$ cat config.mk
export PLATFORM = sky130hd
export DESIGN_NAME = sfcar_read
export DESIGN_NICKNAME = d
export VERILOG_FILES = /design/src/rtl/sfcar_placeholder_none.sv /design/src/rtl/sfcar_pkg.sv /design/src/rtl/sfcar_read.sv
export SDC_FILE = /design/constraint.sdc
export NUM_CORES = 1
export LEC_CHECK = 0
export ABC_AREA = 1
export BUFFER_PORTS_ARGS = -buffer_cell sky130_fd_sc_hd__clkbuf_2
export CAP_MARGIN = 30
export CORE_MARGIN = 3
export CORE_UTILIZATION = 55
export DETAILED_ROUTE_END_ITERATION = 10
export PLACE_DENSITY_LB_ADDON = 0.25
export SLEW_MARGIN = 20
export SYNTH_ARGS = -nofsm -noshare
export SYNTH_HDL_FRONTEND = slang
export SYNTH_SLANG_ARGS = --single-unit
export TNS_END_PERCENT = 30
$ cat constraint.sdc
create_clock -name clk_sys_i -period 4.5 [get_ports clk_sys_i]
set_input_delay 0.45 -clock clk_sys_i [delete_from_list [all_inputs] [get_ports clk_sys_i]]
set_output_delay 0.45 -clock clk_sys_i [all_outputs]
set_load 0.02 [all_outputs]
$ cat src/rtl/sfcar_placeholder_none.sv
// (intentionally empty of logic: none)

$ cat src/rtl/sfcar_pkg.sv
// shared constants and types for the continuous array read sequencer
package sfcar_pkg;

    // ****************************************
    // opcodes of the four continuous reads
    // ****************************************
    localparam logic [7:0] OP_READ_FASTEST = 8'h1b; // two dummy bytes
    localparam logic [7:0] OP_READ_HIGH = 8'h0b; // one dummy byte
    localparam logic [7:0] OP_READ_LOW = 8'h03; // no dummy bytes
    localparam logic [7:0] OP_READ_LOW_POWER = 8'h01; // no dummy bytes

    // ****************************************
    // dummy byte counts per opcode
    // ****************************************
    localparam logic [1:0] DUMMY_FASTEST = 2'h2;
    localparam logic [1:0] DUMMY_HIGH = 2'h1;
    localparam logic [1:0] DUMMY_NONE = 2'h0;
    localparam logic [1:0] DUMMY_ONE = 2'h1; // last dummy byte owed

    // ****************************************
    // serial framing
    // ****************************************
    localparam logic [2:0] BIT_LAST = 3'h7; // last bit index of a byte
    localparam logic [2:0] BIT_FIRST = 3'h0; // first bit index of a byte
    localparam logic [1:0] ADDR_BYTE_LAST = 2'h2; // third address byte
    localparam int ADDR_W = 24; // raw address field width

    // ****************************************
    // array geometry
    // ****************************************
    localparam int PAGE_W = 12; // page_index_bits width
    localparam int OFS_W = 9; // byte_offset_bits width
    localparam logic [8:0] OFS_LAST_264 = 9'h107; // byte 263
    localparam logic [8:0] OFS_LAST_256 = 9'h0ff; // byte 255
    localparam logic [8:0] OFS_ZERO = 9'h000;
    localparam logic [11:0] PAGE_STEP = 12'h001;
    localparam logic [8:0] OFS_STEP = 9'h001;

    // address of one array byte: page and byte within the page
    typedef struct packed {
        logic [PAGE_W-1:0] page_index_bits;
        logic [OFS_W-1:0] byte_offset_bits;
    } sfcar_array_addr_s;

    // sequencer states
    typedef enum logic [2:0] {
        ST_IDLE,
        ST_OPCODE,
        ST_ADDR,
        ST_DUMMY,
        ST_DATA,
        ST_IGNORE
    } sfcar_state_e;

endpackage : sfcar_pkg

$ cat src/rtl/sfcar_read.sv
// continuous main array read sequencer behind the serial link
//
// Summary of operation
// - 1Bh: three address, two dummy bytes
// - 0Bh: three address, one dummy byte
// - 03h: three address, data follows directly
// - 01h: three address, data follows directly
// - 264 layout: 12 page, 9 byte bits
// - 256 layout: linear address bits 19..0
// - each further clock shifts next data bit
// - page end continues at next page, no gap
// - array end wraps to page zero
// - select rising aborts, output goes tristate
// - reads never alter the SRAM buffers
// - all fields shifted MSB first
// - 256 layout: page 19..8, byte 7..0
// - internal address counter advances automatically
`timescale 1ns/1ns
module sfcar_read (
    input wire logic clk_sys_i,
    input wire logic rst_i,
    input wire logic cs_n_i,
    input wire logic sck_i,
    input wire logic si_i,
    input wire logic page_256_i,
    input wire logic [7:0] array_data_i,
    output logic so_o,
    output logic so_oe_n_o,
    output sfcar_pkg::sfcar_array_addr_s array_addr_o,
    output logic active_o
);

    // ****************************************
    // functions
    // ****************************************

    // both layouts use the same 21-bit counter; in the 256 layout
    // the top offset bit simply stays zero
    // map the raw 24-bit field onto page and byte
    function automatic sfcar_pkg::sfcar_array_addr_s map_addr(
        input logic [sfcar_pkg::ADDR_W-1:0] raw,
        input logic bin_pages
    );
        sfcar_pkg::sfcar_array_addr_s res;
        if (bin_pages) begin
            // page from 19..8, byte from 7..0
            res.page_index_bits = raw[19:8];
            res.byte_offset_bits = {1'b0, raw[7:0]};
        end else begin
            // 12/9 split, top three bits dropped
            res.page_index_bits = raw[20:9];
            res.byte_offset_bits = raw[8:0];
        end
        return res;
    endfunction : map_addr

    // step to the next array byte
    function automatic sfcar_pkg::sfcar_array_addr_s next_addr(
        input sfcar_pkg::sfcar_array_addr_s cur,
        input logic bin_pages
    );
        sfcar_pkg::sfcar_array_addr_s res;
        logic [8:0] last;
        last = bin_pages ? sfcar_pkg::OFS_LAST_256 : sfcar_pkg::OFS_LAST_264;
        res = cur;
        // an offset past the page end is treated as the last byte,
        // so a stray start address can never stall the stream
        if (cur.byte_offset_bits >= last) begin
            // page end rolls into next page
            res.byte_offset_bits = sfcar_pkg::OFS_ZERO;
            // page counter wraps past the last page
            res.page_index_bits = cur.page_index_bits + sfcar_pkg::PAGE_STEP;
        end else begin
            res.byte_offset_bits = cur.byte_offset_bits + sfcar_pkg::OFS_STEP;
        end
        return res;
    endfunction : next_addr

    // ****************************************
    // pin synchronisers
    // ****************************************

    logic [1:0] cs_sync; // select, two stages
    logic [1:0] sck_sync; // serial clock, two stages
    logic [1:0] si_sync; // serial input, two stages
    logic sck_prev; // last synced clock level, for edges

    // each pin costs two clocks of latency, so the link clock must
    // stay high and low for at least two system clocks to be seen;
    // select resets high so that release finds the link idle
    // two flops per pin, only stage two is read
    always_ff @(posedge clk_sys_i or posedge rst_i) begin
        if (rst_i) begin
            cs_sync <= 2'h3;
            sck_sync <= 2'h0;
            si_sync <= 2'h0;
            sck_prev <= 1'b0;
        end else begin
            cs_sync <= {cs_sync[0], cs_n_i};
            sck_sync <= {sck_sync[0], sck_i};
            si_sync <= {si_sync[0], si_i};
            sck_prev <= sck_sync[1];
        end
    end

    logic cs_n_s; // synced select
    logic sck_s; // synced clock
    logic si_s; // synced input
    logic sck_rise; // one-cycle rising edge enable
    logic sck_fall; // one-cycle falling edge enable

    assign cs_n_s = cs_sync[1];
    assign sck_s = sck_sync[1];
    assign si_s = si_sync[1];
    assign sck_rise = sck_s & ~sck_prev;
    assign sck_fall = ~sck_s & sck_prev;

    // ****************************************
    // sequencer state
    // ****************************************
    // the command is taken byte by byte on synced clock rises, while
    // the data phase shifts on synced falls: this serves link modes 0
    // and 3 alike, since falls before the first rise are never used

    sfcar_pkg::sfcar_state_e state; // command phase
    logic [2:0] bit_cnt; // bit within input byte
    logic [7:0] in_sh; // input shift register
    logic [1:0] addr_cnt; // address byte index
    logic [1:0] dummy_left; // dummy bytes still owed
    logic [15:0] addr_sh; // first two address bytes
    sfcar_pkg::sfcar_array_addr_s rd_addr; // read address counter
    logic [7:0] out_sh; // output shift register
    logic [2:0] out_cnt; // bit within output byte
    logic so; // serial output bit
    logic so_oe_n; // output enable, low drives

    sfcar_pkg::sfcar_state_e next_state;
    logic [2:0] next_bit_cnt;
    logic [7:0] next_in_sh;
    logic [1:0] next_addr_cnt;
    logic [1:0] next_dummy_left;
    logic [15:0] next_addr_sh;
    sfcar_pkg::sfcar_array_addr_s next_rd_addr;
    logic [7:0] next_out_sh;
    logic [2:0] next_out_cnt;
    logic next_so;
    logic next_so_oe_n;

    // next values of the whole sequencer
    always_comb begin
        logic [7:0] byte_in;
        logic byte_done;
        byte_in = {in_sh[6:0], si_s};
        byte_done = sck_rise && (bit_cnt == sfcar_pkg::BIT_LAST);
        next_state = state;
        next_bit_cnt = bit_cnt;
        next_in_sh = in_sh;
        next_addr_cnt = addr_cnt;
        next_dummy_left = dummy_left;
        next_addr_sh = addr_sh;
        next_rd_addr = rd_addr;
        next_out_sh = out_sh;
        next_out_cnt = out_cnt;
        next_so = so;
        next_so_oe_n = so_oe_n;
        // input bit capture in every receive phase
        if (sck_rise && (state == sfcar_pkg::ST_OPCODE || state == sfcar_pkg::ST_ADDR
                || state == sfcar_pkg::ST_DUMMY)) begin
            next_in_sh = byte_in;
            next_bit_cnt = bit_cnt + 3'h1;
        end
        if (cs_n_s) begin
            // select high aborts and tristates output
            next_state = sfcar_pkg::ST_IDLE;
            next_so_oe_n = 1'b1;
            next_bit_cnt = sfcar_pkg::BIT_FIRST;
        end else begin
            unique case (state)
                sfcar_pkg::ST_IDLE: begin
                    // fresh select assertion starts a command
                    // counters restart so no state leaks from the last frame
                    next_state = sfcar_pkg::ST_OPCODE;
                    next_bit_cnt = sfcar_pkg::BIT_FIRST;
                    next_addr_cnt = 2'h0;
                    next_out_cnt = sfcar_pkg::BIT_FIRST;
                end
                sfcar_pkg::ST_OPCODE: begin
                    if (byte_done) begin
                        next_state = sfcar_pkg::ST_ADDR;
                        unique case (byte_in)
                            sfcar_pkg::OP_READ_FASTEST: next_dummy_left = sfcar_pkg::DUMMY_FASTEST;
                            // high rate read owes one dummy
                            sfcar_pkg::OP_READ_HIGH: next_dummy_left = sfcar_pkg::DUMMY_HIGH;
                            sfcar_pkg::OP_READ_LOW: next_dummy_left = sfcar_pkg::DUMMY_NONE;
                            sfcar_pkg::OP_READ_LOW_POWER: next_dummy_left = sfcar_pkg::DUMMY_NONE;
                            // other opcodes are not served here
                            default: next_state = sfcar_pkg::ST_IGNORE;
                        endcase
                    end
                end
                sfcar_pkg::ST_ADDR: begin
                    if (byte_done) begin
                        next_addr_cnt = addr_cnt + 2'h1;
                        next_addr_sh = {addr_sh[7:0], byte_in};
                        if (addr_cnt == sfcar_pkg::ADDR_BYTE_LAST) begin
                            // three bytes form the start address
                            next_rd_addr = map_addr({addr_sh, byte_in}, page_256_i);
                            if (dummy_left == sfcar_pkg::DUMMY_NONE) begin
                                next_state = sfcar_pkg::ST_DATA;
                            end else begin
                                next_state = sfcar_pkg::ST_DUMMY;
                            end
                        end
                    end
                end
                sfcar_pkg::ST_DUMMY: begin
                    // dummy contents are discarded
                    if (byte_done) begin
                        next_dummy_left = dummy_left - 2'h1;
                        // data follows the last owed dummy byte
                        if (dummy_left == sfcar_pkg::DUMMY_ONE) begin
                            next_state = sfcar_pkg::ST_DATA;
                        end
                    end
                end
                sfcar_pkg::ST_DATA: begin
                    // every falling clock shifts one bit out
                    if (sck_fall) begin
                        next_so_oe_n = 1'b0;
                        next_out_cnt = out_cnt + 3'h1;
                        // the array byte must already stand at the input here:
                        // the external port has several clocks after each step
                        if (out_cnt == sfcar_pkg::BIT_FIRST) begin
                            next_so = array_data_i[7];
                            next_out_sh = {array_data_i[6:0], 1'b0};
                            // counter steps as the byte is taken
                            next_rd_addr = next_addr(rd_addr, page_256_i);
                        end else begin
                            next_so = out_sh[7];
                            next_out_sh = {out_sh[6:0], 1'b0};
                        end
                    end
                end
                sfcar_pkg::ST_IGNORE: begin
                    // wait for select to rise
                    // unserved opcodes keep the output released
                    next_so_oe_n = 1'b1;
                end
            endcase
        end
    end

    // register the sequencer; the reset values leave the pin released
    always_ff @(posedge clk_sys_i or posedge rst_i) begin
        if (rst_i) begin
            state <= sfcar_pkg::ST_IDLE;
            bit_cnt <= 3'h0;
            in_sh <= 8'h00;
            addr_cnt <= 2'h0;
            dummy_left <= 2'h0;
            addr_sh <= 16'h0000;
            rd_addr <= '0;
            out_sh <= 8'h00;
            out_cnt <= 3'h0;
            so <= 1'b0;
            so_oe_n <= 1'b1;
        end else begin
            state <= next_state;
            bit_cnt <= next_bit_cnt;
            in_sh <= next_in_sh;
            addr_cnt <= next_addr_cnt;
            dummy_left <= next_dummy_left;
            addr_sh <= next_addr_sh;
            rd_addr <= next_rd_addr;
            out_sh <= next_out_sh;
            out_cnt <= next_out_cnt;
            so <= next_so;
            so_oe_n <= next_so_oe_n;
        end
    end

    // ****************************************
    // outputs
    // ****************************************

    // so_o, so_oe_n_o and array_addr_o come straight from flip-flops, but
    // active_o is decoded from the state register and can glitch
    // array address only, no buffer write path exists
    assign array_addr_o = rd_addr;
    assign so_o = so;
    assign so_oe_n_o = so_oe_n;
    assign active_o = (state == sfcar_pkg::ST_DATA);

endmodule : sfcar_read

== Word level (Yosys, flattened, before mapping) ==
Cells that the tools add are included.

* Equal/unequal tests: 26
* Bitwise logic cells: 5
* Magnitude comparators: 1
* Mux-type cells: 34
* $add $sub $neg: 6
* Reductions and logical operators: 25

{| class="wikitable"
|+ Operator list
! kind !! number
|-
| $mux 21 || 5
|-
| $pmux 21 s2 || 1
|-
| $mux 3 || 12
|-
| $mux 9 || 2
|-
| $add 12x1->12 const B || 1
|-
| $mux 12 || 1
|-
| $pmux 3 s4 || 1
|-
| $reduce_and 3->1 || 4
|-
| $reduce_and 6->1 || 2
|-
| $add 9x1->9 const B || 1
|-
| $eq 3x3->1 const B || 3
|-
| $ge 9x9->1 || 1
|-
| $ne 3x3->1 const B || 3
|-
| $eq 8x1->1 const B || 1
|-
| $eq 8x2->1 const B || 1
|-
| $eq 8x4->1 const B || 1
|-
| $eq 8x5->1 const B || 1
|-
| $mux 8 || 1
|-
| $ne 2x1->1 const B || 4
|-
| $pmux 2 s2 || 2
|-
| $reduce_bool 2->1 || 4
|-
| $reduce_and 7->1 || 1
|-
| $add 3x1->3 const B || 2
|-
| $eq 3x2->1 const B || 2
|-
| other kinds (26) || 40
|}

* Logic and storage cells: 113
* Register bits: 71
* Input port bits: 14
* Output and inout port bits: 24

== Logic depth before layout (Yosys ltp) ==
* Word-level depth: 7
* Mapped depth: 13
* Mapped depth without buffers: 12

== Worst setup path before layout ==
No wires, ideal clock.

* Path type: input to register
* Start point: input port page_256_i
* End point: register rd_addr (netlist bit array_addr_o[12])
* Required time: 4.380 ns
* Stages: 10
* Setup time: 0.120 ns
* Buffers on the path: 1
* Arrival time: 2.040 ns
* Slack: 2.340 ns
* Cells stage by stage: buf_2 -> clkinv_1 -> ha_1 -> nand2_1 -> nor2_1 -> nand2_1 -> nand2_1 -> nand2_2 -> o21ai_0 -> inv_1

* Longest elaborated chain between the ends: 4
* Elaborated cells on any way between the ends: 8
* Classes of those cells: 1 x order compare; 1 x eq/ne; 5 x mux; 1 x reduce/logical

{| class="wikitable"
|+ RTL lines
! what !! line !! text
|-
| start, declared || sfcar_read.sv:25 || <nowiki>input wire logic page_256_i,</nowiki>
|-
| $mux 9 or $mux 21 (tied branches) || sfcar_read.sv:64, sfcar_read.sv:45 ||
|-
| $ge 9x9->1 or $mux 21 (tied branches) || sfcar_read.sv:68, sfcar_read.sv:205 ||
|-
| $ne 2x1->1 (no source line) or $mux 21 (tied branches) || - ||
|-
| $reduce_and 7->1 (no source line) or $pmux 21 s2 (tied branches) || - ||
|-
| end signal, assigned || sfcar_read.sv:274 || <nowiki>rd_addr <= next_rd_addr;</nowiki>
|-
| end, declared || sfcar_read.sv:131 || <nowiki>sfcar_pkg::sfcar_array_addr_s rd_addr;</nowiki>
|}

Several ways; a longest one is shown, not always the timed one. The select of a mux whose other input is x is not followed.
A chain may end at the register's enable or synchronous reset.

== Worst setup path in the final report ==
Same ends and word-level chain as after synthesis.

==> impl_metrics.tcl <==
set metrics [dict create \
    seq_area_frac_synth_pct 43.0 \
    area_delta_synth_final_pct 10.5 \
    p_per_area_nw_per_um2 564 \
    drv_slew 0 \
    setup_viol 0 \
    die_area_um2 8490 \
    synth_ff_type "dfrtp_1" \
    drive_gt1_share_pct 12.8 \
    mostFrequentLayoutCell "nand2_1" \
    ys_types 34 \
    dp_hpwl_mm 6.23 \
    grt_max_degree 43 \
    synth_warnings 0 \
    cts_setup_buffers 0 \
    final_cell_mix "nand2_1, nor2_1, inv_1, dfrtp_1, o21ai_0" \
    firstDrtPassIters 6 \
    grt-busiest-layer "met2" \
    cts_buffers 9 \
    irDropWorstVdd_uv 339 \
    synth_edf_count 0 \
    htreeDepth 3 \
    max_slew_margin_pct 53.6 \
    portBuffers 37 \
    skew_ns 0.0133 \
    drc 0 \
    status "finished, final reports clean" \
    arrival_ns 2.61 \
    p_leak_nw 2.29 \
    first_global_vias 3253 \
    detail_route.iter0.violations 204 \
    die_w_um 92.2 \
    path_max_fanout 19 \
    grtUsageMet3_pct 3.04 \
    async_flop_share_pct 100 \
    critPathLaunchType "input port" \
    cts_sinks 70 \
    min_period_ns 2.38 \
    fin_crit_sh_pct 52.8 \
    antenna_found_initial 0 \
    required_ns 4.73 \
    antenna_left 0 \
    dr_total_vias 3646 \
    hold_viol 0 \
    grt.overflow.total 0 \
    syn_area_per_cell_um2 7.41 \
    clock_path_buffers 2 \
    cp-end-kind "register" \
    synthesis.nets 580 \
    worstMarginPinSlew_ns 0.694 \
    cts_tree "yes" \
    rsz0062_at_grt "false" \
    place_congestion 0.852 \
    post_drt_wl_per_cell_um 12.5 \
    final_core_util_pct 64.6 \
    antenna_cells 0 \
    nets 616 \
    grt_pass1_wl_mm 14.7 \
    wirelength_mm 8.63 \
    viasPerCell 5.30 \
    post_cts_resized 0 \
    syn_area_um2 4080 \
    critPathKind "input port to register" \
    rows 30 \
    fp.dieH_um 92.2 \
    clk_latency_ns 0.34 \
    fp.coreArea_um2 6980 \
    io_pins 38 \
    fmax_ghz 0.421 \
    start_util_pct 58.5 \
    drv_cap 0 \
    clkSlewWorstSetupHoldPaths_ns 0.08 \
    cts_hold_buf 0 \
    synth_cells 551 \
    root_buffer "clkbuf_8" \
    use_met1_pct 29.2 \
    hp-class "input port to asynchronous set/reset pin" \
    grt_use_total_pct 21.3 \
    synth_seq_cells 70 \
    tns_ns 0 \
    use_met2_pct 34.9 \
    nFillCells 646 \
]
[flip-flops by register name (all words and copies together) (netlist names), 3 cells and up]
signal	flops
out_cnt	3
out_sh	7
bit_cnt	3
state	3
array_addr_o	21
in_sh	7
addr_sh	13
[final cells by class]
type / instances / area (um^2) / area share, %
Clock inverter: 1 / 5.00 / 0.111
Clock buffer: 15 / 176 / 3.91
Timing Repair Buffer: 38 / 193 / 4.27
Tap cell: 96 / 120 / 2.66
Sequential cell: 70 / 1760 / 38.9
Multi-Input combinational cell: 393 / 1980 / 43.9
Inverter: 75 / 282 / 6.24
[where the power goes]
| part | total (mW) | leakage (nW) | internal, mW | switching [mW] |
|---|---|---|---|---|
| clock | 0.471 | 0.0937 | 0.246 | 0.225 |
| sequential | 1.01 | 0.873 | 0.802 | 0.204 |
| combinational | 1.07 | 1.33 | 0.360 | 0.706 |
[worst max-delay path, cell delays in order]
cell	delay, ns
clkbuf_2	0.26
clkinv_1	0.37
ha_1	0.40
nand2_1	0.06
nor2_1	0.21
nand2_1	0.18
nand2_1	0.23
nand2_2	0.16
o21ai_0	0.20
inv_1	0.06
[routing by layer]
layer | routed length [um] | vias to the layer above
li1 | - | 1833
met1 | 4050 | 1724
met2 | 4100 | 80
met3 | 352 | 9
met4 | 121 | 0
met5 | 0 | -
[Yosys cell counts, types with 3 or more instances]
cell type  number  area, um^2
buf_2           5        25.0
dfrtp_1        67        1680
ha_1           15         188
dfstp_2         3        78.8
nand2_1       140         526
nor2_1         73         274
nand3_1        34         170
nand2_2         6        37.5
o31ai_1         8        60.1
nor2_2          3        18.8
xnor2_1         3        26.3
a21oi_1        20         100
o21ai_0        49         245
xor2_1          3        26.3
o211ai_1        4        30.0
nor2_4          5        56.3
inv_1          73         274
nand4_1        10        62.6
nor3_1          6        30.0
clkbuf_1        6        22.5
[per-stage QoR]
stage               instances  hold WS [ns]  total power, mW  setup WS (ns)  area, um^2
floorplan                 551         0.331             1.79           2.29        4080
global placement          672         0.335             2.04           1.93        4330
detailed placement        672         0.337             2.08           1.78        4330
CTS                       688         0.164             2.56           2.15        4510
global route              688         0.186             2.77           1.84        4510
finish                    688         0.146             2.54           2.12        4510
[logic make-up (layout without fill, tap and decap cells)]
kind of cell,after synthesis,in the layout,share of synthesized area (%)
flops,70,70,43.0
simple gates,284,284,30.5
compound gates,86,86,11.6
xor+xnor,6,6,1.29
mux,2,2,0.490
buf+inv,88,129,8.52
fa+ha+maj,15,15,4.60
[path summary, 6_finish.rpt]
| check | slack [ns] | cells after the start | from | to |
|---|---|---|---|---|
| worst max-delay path | 2.12 | 10 | page_256_i | array_addr_o[12] |
| worst min-delay path | 0.15 | 2 | rst_i | so_o |
| worst max register to register | 2.22 | 8 | state[1] | array_addr_o[12] |
| worst min register to register | 0.35 | 0 | sck_sync[0] | sck_sync[1] |
| max in group asynchronous | 3.38 | 3 | rst_i | addr_sh[0] |
| min in group clk_sys_i | 0.19 | 1 | cs_n_i | cs_sync[0] |
Power figures use the tool's default switching activity.
